File: src/pkg/ccsp_pkg.sv
package ccsp_pkg;

   // register offsets (byte addresses)
   localparam logic [7:0] CCSP_OFF_DATA    = 8'h00;
   localparam logic [7:0] CCSP_OFF_SCRATCH = 8'h04;
   localparam logic [7:0] CCSP_OFF_CTRL    = 8'h08;
   localparam logic [7:0] CCSP_OFF_SEED    = 8'h10;
   localparam logic [7:0] CCSP_OFF_GEN     = 8'h14;

   // reset values
   localparam logic [31:0] CCSP_CTRL_RESET    = 32'h00000000;
   localparam logic [31:0] CCSP_SEED_RESET    = 32'hffffffff;
   localparam logic [31:0] CCSP_GEN_RESET     = 32'h04c11db7;
   localparam logic [31:0] CCSP_RESULT_RESET  = 32'hffffffff;
   localparam logic [7:0]  CCSP_SCRATCH_RESET = 8'h00;

   // control field positions
   localparam int CCSP_LOAD_BIT    = 0;
   localparam int CCSP_SIZE_LSB    = 3;
   localparam int CCSP_INFLIP_LSB  = 5;
   localparam int CCSP_OUTFLIP_BIT = 7;

   // width masks per size select
   localparam logic [31:0] CCSP_MASK32 = 32'hffffffff;
   localparam logic [31:0] CCSP_MASK16 = 32'h0000ffff;
   localparam logic [31:0] CCSP_MASK8  = 32'h000000ff;
   localparam logic [31:0] CCSP_MASK7  = 32'h0000007f;

   // calculation cycles per input word
   localparam logic [2:0] CCSP_STEPS32 = 3'h4;
   localparam logic [2:0] CCSP_STEPS16 = 3'h2;
   localparam logic [2:0] CCSP_STEPS8  = 3'h1;

   typedef enum logic [1:0] {
      CCSP_SIZE32 = 2'b00,
      CCSP_SIZE16 = 2'b01,
      CCSP_SIZE8  = 2'b10,
      CCSP_SIZE7  = 2'b11
   } ccsp_size_t;

   typedef enum logic [1:0] {
      CCSP_FLIP_NONE = 2'b00,
      CCSP_FLIP_BYTE = 2'b01,
      CCSP_FLIP_HALF = 2'b10,
      CCSP_FLIP_WORD = 2'b11
   } ccsp_flip_t;

   typedef struct packed {
      logic        wr;
      logic        rd;
      logic [7:0]  addr;
      logic [31:0] wdata;
   } ccsp_req_t;

   typedef struct packed {
      logic        outputBitFlip;
      ccsp_flip_t  inputBitFlipMode;
      ccsp_size_t  polySizeSel;
      logic [31:0] seedValue;
      logic [31:0] generatorValue;
      logic [31:0] result;
      logic [7:0]  scratch;
      logic        bufValid;
      logic        busy;
      logic [31:0] bufData;
      logic [31:0] shiftData;
      logic [2:0]  stepsLeft;
      logic [31:0] rdData;
   } ccsp_state_t;

endpackage

File: src/rtl/ccsp_top.sv
//Contract
// - load bit copies seed into result, self-clears
// - load never touches the scratch byte
// - bit 7 reverses result bit order on read
// - bits 6:5 pick input reversal group size
// - bits 4:3 pick polynomial width 32/16/8/7
// - seed resets all ones, feeds reloads
// - generator resets to default, used masked
// - results accumulate from previous result
// - 4/2/1 cycles per word, buffered input
// - seed write also reloads the result
// - bits above selected width are ignored after input reversal
`timescale 1ns/10ps
module ccsp_top
   import ccsp_pkg::*;
(
   input  wire logic        clock,
   input  wire logic        rst_n,
   input  wire ccsp_req_t   req,
   output logic [31:0]      rdData,
   output logic             inputFull,
   output logic             calcBusy
);

   logic [1:0]  rstSync_reg;
   logic        rstLocal_n;
   ccsp_state_t state_reg;
   ccsp_state_t state_next;

   always_ff @(posedge clock or negedge rst_n) begin
      if (!rst_n) begin
         rstSync_reg <= 2'b00;
      end else begin
         rstSync_reg <= {rstSync_reg[0], 1'b1};
      end
   end
   assign rstLocal_n = rstSync_reg[1];

   function automatic logic [31:0] widthMask(input ccsp_size_t ps);
      logic [31:0] m;
      unique case (ps)
         CCSP_SIZE32: m = CCSP_MASK32;
         CCSP_SIZE16: m = CCSP_MASK16;
         CCSP_SIZE8:  m = CCSP_MASK8;
         CCSP_SIZE7:  m = CCSP_MASK7;
      endcase
      return m;
   endfunction

   function automatic logic [31:0] flipIn(input logic [31:0] d,
                                          input ccsp_flip_t mode);
      logic [31:0] r;
      r = d;
      for (int i = 0; i < 32; i++) begin
         unique case (mode)
            CCSP_FLIP_NONE: r[i] = d[i];
            CCSP_FLIP_BYTE: r[i] = d[(i & 24) + 7 - (i & 7)];
            CCSP_FLIP_HALF: r[i] = d[(i & 16) + 15 - (i & 15)];
            CCSP_FLIP_WORD: r[i] = d[31 - i];
         endcase
      end
      return r;
   endfunction

   // result shown in the selected width only, reversed within it when outputBitFlip is set
   function automatic logic [31:0] shownResult(input ccsp_state_t s);
      logic [31:0] r;
      r = s.result & widthMask(s.polySizeSel);
      if (s.outputBitFlip) begin
         for (int i = 0; i < 32; i++) begin
            r[i] = s.result[31 - i];
         end
         unique case (s.polySizeSel)
            CCSP_SIZE32: r = r;
            CCSP_SIZE16: r = r >> 16;
            CCSP_SIZE8:  r = r >> 24;
            CCSP_SIZE7:  r = r >> 25;
         endcase
      end
      return r;
   endfunction

   // one byte (seven bits for the 7-bit size), msb first
   function automatic logic [31:0] crcByte(input logic [31:0] c,
                                           input logic [7:0] d,
                                           input ccsp_size_t ps,
                                           input logic [31:0] generator_value);
      logic [31:0] m;
      logic [31:0] x;
      logic        fb;
      m  = widthMask(ps);
      x  = c & m;
      fb = 1'b0;
      for (int i = 0; i < 8; i++) begin
         if (!(ps == CCSP_SIZE7 && i == 7)) begin
            unique case (ps)
               CCSP_SIZE32: fb = x[31] ^ d[7 - i];
               CCSP_SIZE16: fb = x[15] ^ d[7 - i];
               CCSP_SIZE8:  fb = x[7] ^ d[7 - i];
               CCSP_SIZE7:  fb = x[6] ^ d[7 - i];
            endcase
            x = (x << 1) & m;
            if (fb) begin
               x = x ^ (generator_value & m);
            end
         end
      end
      return x;
   endfunction

   always_comb begin
      logic [31:0] aligned;
      logic [2:0]  steps;
      logic        reload;
      state_next = state_reg;
      aligned    = 32'h00000000;
      steps      = CCSP_STEPS8;
      reload     = 1'b0;

      unique case (state_reg.polySizeSel)
         CCSP_SIZE32: steps = CCSP_STEPS32;
         CCSP_SIZE16: steps = CCSP_STEPS16;
         CCSP_SIZE8:  steps = CCSP_STEPS8;
         CCSP_SIZE7:  steps = CCSP_STEPS8;
      endcase

      // engine: one byte per cycle from the running result
      if (state_reg.stepsLeft != 3'h0) begin
         state_next.result = crcByte(state_reg.result,
                                     state_reg.shiftData[31:24],
                                     state_reg.polySizeSel,
                                     state_reg.generatorValue);
         state_next.shiftData = state_reg.shiftData << 8;
         state_next.stepsLeft = state_reg.stepsLeft - 3'h1;
      end else if (state_reg.bufValid) begin
         aligned = flipIn(state_reg.bufData,
                          state_reg.inputBitFlipMode)
                   & widthMask(state_reg.polySizeSel);
         unique case (state_reg.polySizeSel)
            CCSP_SIZE32: state_next.shiftData = aligned;
            CCSP_SIZE16: state_next.shiftData = aligned << 16;
            CCSP_SIZE8:  state_next.shiftData = aligned << 24;
            CCSP_SIZE7:  state_next.shiftData = aligned << 25;
         endcase
         state_next.stepsLeft = steps;
         state_next.bufValid  = 1'b0;
      end

      if (req.rd) begin
         unique case (req.addr)
            CCSP_OFF_DATA:    state_next.rdData = shownResult(state_reg);
            CCSP_OFF_SCRATCH: state_next.rdData = {24'h000000,
                                                   state_reg.scratch};
            // load bit is never stored, so it reads zero
            CCSP_OFF_CTRL:    state_next.rdData = {
                                 24'h000000,
                                 state_reg.outputBitFlip,
                                 state_reg.inputBitFlipMode,
                                 state_reg.polySizeSel,
                                 3'b000};
            CCSP_OFF_SEED:    state_next.rdData = state_reg.seedValue;
            CCSP_OFF_GEN:     state_next.rdData = state_reg.generatorValue;
            default:          state_next.rdData = 32'h00000000;
         endcase
      end

      if (req.wr) begin
         unique case (req.addr)
            // a write while the buffer is full and the engine busy replaces the waiting word
            CCSP_OFF_DATA: begin
               state_next.bufData  = req.wdata;
               state_next.bufValid = 1'b1;
            end
            CCSP_OFF_SCRATCH: state_next.scratch = req.wdata[7:0];
            CCSP_OFF_CTRL: begin
               // reserved bits dropped; software keeps them zero
               state_next.outputBitFlip    =
                  req.wdata[CCSP_OUTFLIP_BIT];
               state_next.inputBitFlipMode = ccsp_flip_t'(
                  req.wdata[CCSP_INFLIP_LSB +: 2]);
               state_next.polySizeSel      = ccsp_size_t'(
                  req.wdata[CCSP_SIZE_LSB +: 2]);
               reload = req.wdata[CCSP_LOAD_BIT];
            end
            // full-word writes assumed, no byte lanes exist
            CCSP_OFF_SEED: begin
               state_next.seedValue = req.wdata;
               reload = 1'b1;
            end
            CCSP_OFF_GEN: state_next.generatorValue = req.wdata;
            default: ;
         endcase
      end

      // reload aborts any running or waiting word; scratch untouched
      if (reload) begin
         state_next.result    = state_next.seedValue;
         state_next.stepsLeft = 3'h0;
         state_next.bufValid  = 1'b0;
      end

      // busy kept in a flop so the output pin is registered
      state_next.busy = (state_next.stepsLeft != 3'h0);
   end

   always_ff @(posedge clock or negedge rstLocal_n) begin
      if (!rstLocal_n) begin
         state_reg.outputBitFlip    <= CCSP_CTRL_RESET[CCSP_OUTFLIP_BIT];
         state_reg.inputBitFlipMode <= CCSP_FLIP_NONE;
         state_reg.polySizeSel      <= CCSP_SIZE32;
         state_reg.seedValue        <= CCSP_SEED_RESET;
         state_reg.generatorValue   <= CCSP_GEN_RESET;
         state_reg.result           <= CCSP_RESULT_RESET;
         state_reg.scratch          <= CCSP_SCRATCH_RESET;
         state_reg.bufValid         <= 1'b0;
         state_reg.bufData          <= 32'h00000000;
         state_reg.shiftData        <= 32'h00000000;
         state_reg.stepsLeft        <= 3'h0;
         state_reg.busy             <= 1'b0;
         state_reg.rdData           <= 32'h00000000;
      end else begin
         state_reg <= state_next;
      end
   end

   assign rdData    = state_reg.rdData;
   assign inputFull = state_reg.bufValid;
   assign calcBusy  = state_reg.busy;

endmodule

File: config.mk
export PLATFORM = sky130hd
export DESIGN_NAME = ccsp_top
export DESIGN_NICKNAME = d
export VERILOG_FILES = /design/src/pkg/ccsp_pkg.sv /design/src/rtl/ccsp_top.sv
export SDC_FILE = /design/constraint.sdc
export NUM_CORES = 1
export LEC_CHECK = 0
export BUFFER_PORTS_ARGS = -buffer_cell sky130_fd_sc_hd__buf_2
export CAP_MARGIN = 20
export CORE_ASPECT_RATIO = 1.4
export CORE_MARGIN = 2
export CORE_UTILIZATION = 45
export CTS_CLUSTER_DIAMETER = 100
export DETAILED_ROUTE_END_ITERATION = 7
export PLACE_DENSITY_LB_ADDON = 0.25
export SLEW_MARGIN = 5
export SYNTH_ARGS = -nofsm -noshare
export SYNTH_HDL_FRONTEND = slang
export SYNTH_SLANG_ARGS = --single-unit
File: constraint.sdc
create_clock -name clock -period 11.82 [get_ports clock]
set_input_delay 1.182 -clock clock [delete_from_list [all_inputs] [get_ports clock]]
set_output_delay 1.182 -clock clock [all_outputs]
set_load 0.005 [all_outputs]
==> results_dict.tcl <==
set metrics [dict create \
    status "complete, no violations" \
    final_cells 2471 \
    synth_seq_cells 212 \
    syn_area_mm2 0.0177 \
    slew-limit-headroom 0.225 \
    setup_viol_count_final 0 \
    hpwl_um 47300 \
    slowest_stage "nor4_1" \
    synth_ff_type "dfrtp_1" \
    synth_cell_types 109 \
    pre_cts_ws_ns 1.59 \
    area_growth_pct 6.43 \
    ir_drop_uv 134 \
    tightestPinTransition_ns 1.15 \
    syn_area_per_cell_um2 8.79 \
    path_class "flip-flop to flip-flop" \
    ys_async_sr_fraction 1.00 \
    pwr_density_cell_mw_per_mm2 182 \
    grt_overflow 0 \
    dr.pass1.iters 6 \
    routabilityCongestion 1.00 \
    post-cts-setup-buffers 0 \
    vias 15936 \
    rsz0062_at_grt "no" \
    synthCells 2012 \
    ys_warn_count 0 \
    r2r-end "state_reg[139]" \
    clock_skew_ns 0.0238 \
    cts_tree "yes" \
    timing.rr.start "state_reg[206]" \
    coreArea_mm2 0.0386 \
    synth_nets 2064 \
    placement.io_buffers 77 \
    grt_max_degree 67 \
    leakage_nw 7.18 \
    num_rows 85 \
    postCtsResizedCells 0 \
    arrival_ns 10.90 \
    startpoint "state_reg[206]" \
    clkSinkCount 212 \
    reg2reg_setup_slack_ns 1.37 \
    die_w_um 172 \
    synth_edf_count 0 \
    drt-vias-per-instance 6.45 \
    grt_antenna_before_repair 0 \
    max-cap-violations 0 \
    largest_reg_flops 176 \
    grt_first_pass_wirelength_um 97200 \
    insertion_delay_ns 0.53 \
    ys_seq_area_frac 0.306 \
    drc_errors 0 \
    drt_iter0_markers 1593 \
    min_period_over_period 0.884 \
    pin_count 78 \
    clock_path_buffers 3 \
    grtUsageTotal 0.315 \
    die_h_um 239 \
    fin_tns_setup_ns 0 \
    fin_crit_ns 10.45 \
    start_kind "flip-flop" \
    nNetsFinal 1987 \
    cts_buffers 20 \
    die_area_mm2 0.0409 \
    wirelength_um 64500 \
    dp.cells 2435 \
    crit_fanout 34 \
    drive_gt1_frac 0.221 \
    hold_ws_ns 0.271 \
    start_util 0.458 \
    mostFrequentLayoutCell "nand2_1" \
    ctsHtreeMaxLevel 1 \
    fin_ws_ns 1.37 \
    holdBufCountCts 0 \
    min_path_type "flip-flop to asynchronous set/reset pin" \
    layout_common_cells "266 x nand2_1, 148 x nor2_1, 145 x xnor2_1" \
    fmax_ghz 0.0957 \
    diodes 0 \
    reg2reg_depth 30 \
    wl_per_cell_um 26.1 \
    maxSlewViolCount 0 \
    hold_violations 0 \
    grt_pass1_vias 15432 \
    critical_path.endpoint_type "flip-flop" \
    path_clk_slew_ns 0.07 \
    max_stage_delay_ns 0.98 \
    antenna_left 0 \
    root_buffer "clkbuf_16" \
    critPathRequiredTime_ns 12.28 \
    crit_end "state_reg[139]" \
]
==> per-layer routing <==
layer / share of wire / track usage
met4: 0.077 / 0.213
met3: 0.066 / 0.0275
met2: 0.48 / 0.521
met1: 0.38 / 0.388
met5: 0 / 0
==> how the worst min path moves through the flow <==
stage | to | cells past startpoint | start
6_report | state_reg[159] | 0 | rstSync_reg[1]
5_1_grt | state_reg[89] | 0 | rstSync_reg[1]
4_1_cts | state_reg[159] | 0 | rstSync_reg[1]
3_5_place_dp | state_reg[89] | 0 | rstSync_reg[1]
3_3_place_gp | state_reg[91] | 0 | rstSync_reg[1]
2_1_floorplan | rstSync_reg[1] | 0 | rstSync_reg[0]
==> Yosys cell counts (17+ instances only) <==
cell        n  area [µm²]
a211oi_1   26         195
a21oi_1    75         375
a221oi_1   36         315
a22oi_1    18         135
and3_1     24         150
buf_1      18        67.6
buf_4      36         270
clkbuf_1  155         582
dfrtp_1   134        3350
dfstp_2    78        2050
inv_1      44         165
mux2_2    115        1290
mux2i_1    60         601
mux4_2     33         743
nand2_1   266         998
nand3_1    27         135
nand4_1    35         219
nor2_1    148         556
nor3_1     29         145
o21ai_0    67         335
o22a_1     17         149
o22ai_1    38         238
xnor2_1   145        1270
xor2_1     70         613
==> where the power goes <==
| part | internal (W) | switching, W | leakage, nW | total [W] |
|---|---|---|---|---|
| sequential | 0.000865 | 0.000226 | 2.62 | 0.00109 |
| clock | 0.000396 | 0.000291 | 0.337 | 0.000686 |
| combinational | 0.000570 | 0.00108 | 4.21 | 0.00165 |
| total | 0.00183 | 0.00160 | 7.18 | 0.00343 |
==> critical path: cells and delay by family (launching register included) <==
family | cells | cell delay, ns
compound gates | 11 | 3.48
xor+xnor | 1 | 0.16
fa+ha+maj | 1 | 0.23
buf+inv | 4 | 1.30
flops | 1 | 0.70
simple gates | 13 | 4.47
==> kinds of logic (layout without fill, tap and decap cells) <==
group                      count (synthesis)  count (layout)  synth area share
and+or+nand+nor                          659             659             0.178
AOI/OAI and AO/OA                        440             440             0.185
buffers and inverters                    264             201            0.0645
xor gates and xnor gates                 218             218             0.110
DFF                                      212             212             0.306
muxes                                    210             210             0.151
adders and majority gates                  8               8           0.00566
other                                      1               1          0.000212
==> area by class of cell <==
class,count,area [µm²]
Multi-Input combinational cell,1536,11200
Tap cell,522,653
Inverter,44,165
Fill cell,3665,19800
Clock inverter,6,93.8
Clock buffer,30,598
Sequential cell,212,5410
Timing Repair Buffer,121,716
==> stage by stage <==
step | utilization | power (W) | cell area, µm²
floorplan | - | 0.00220 | 17700
global placement | 0.469 | 0.00269 | 18100
detailed placement | 0.469 | 0.00270 | 18100
CTS | 0.487 | 0.00340 | 18800
global route | 0.487 | 0.00359 | 18800
finish | 0.487 | 0.00343 | 18800
(Power assumes the default switching activity.)
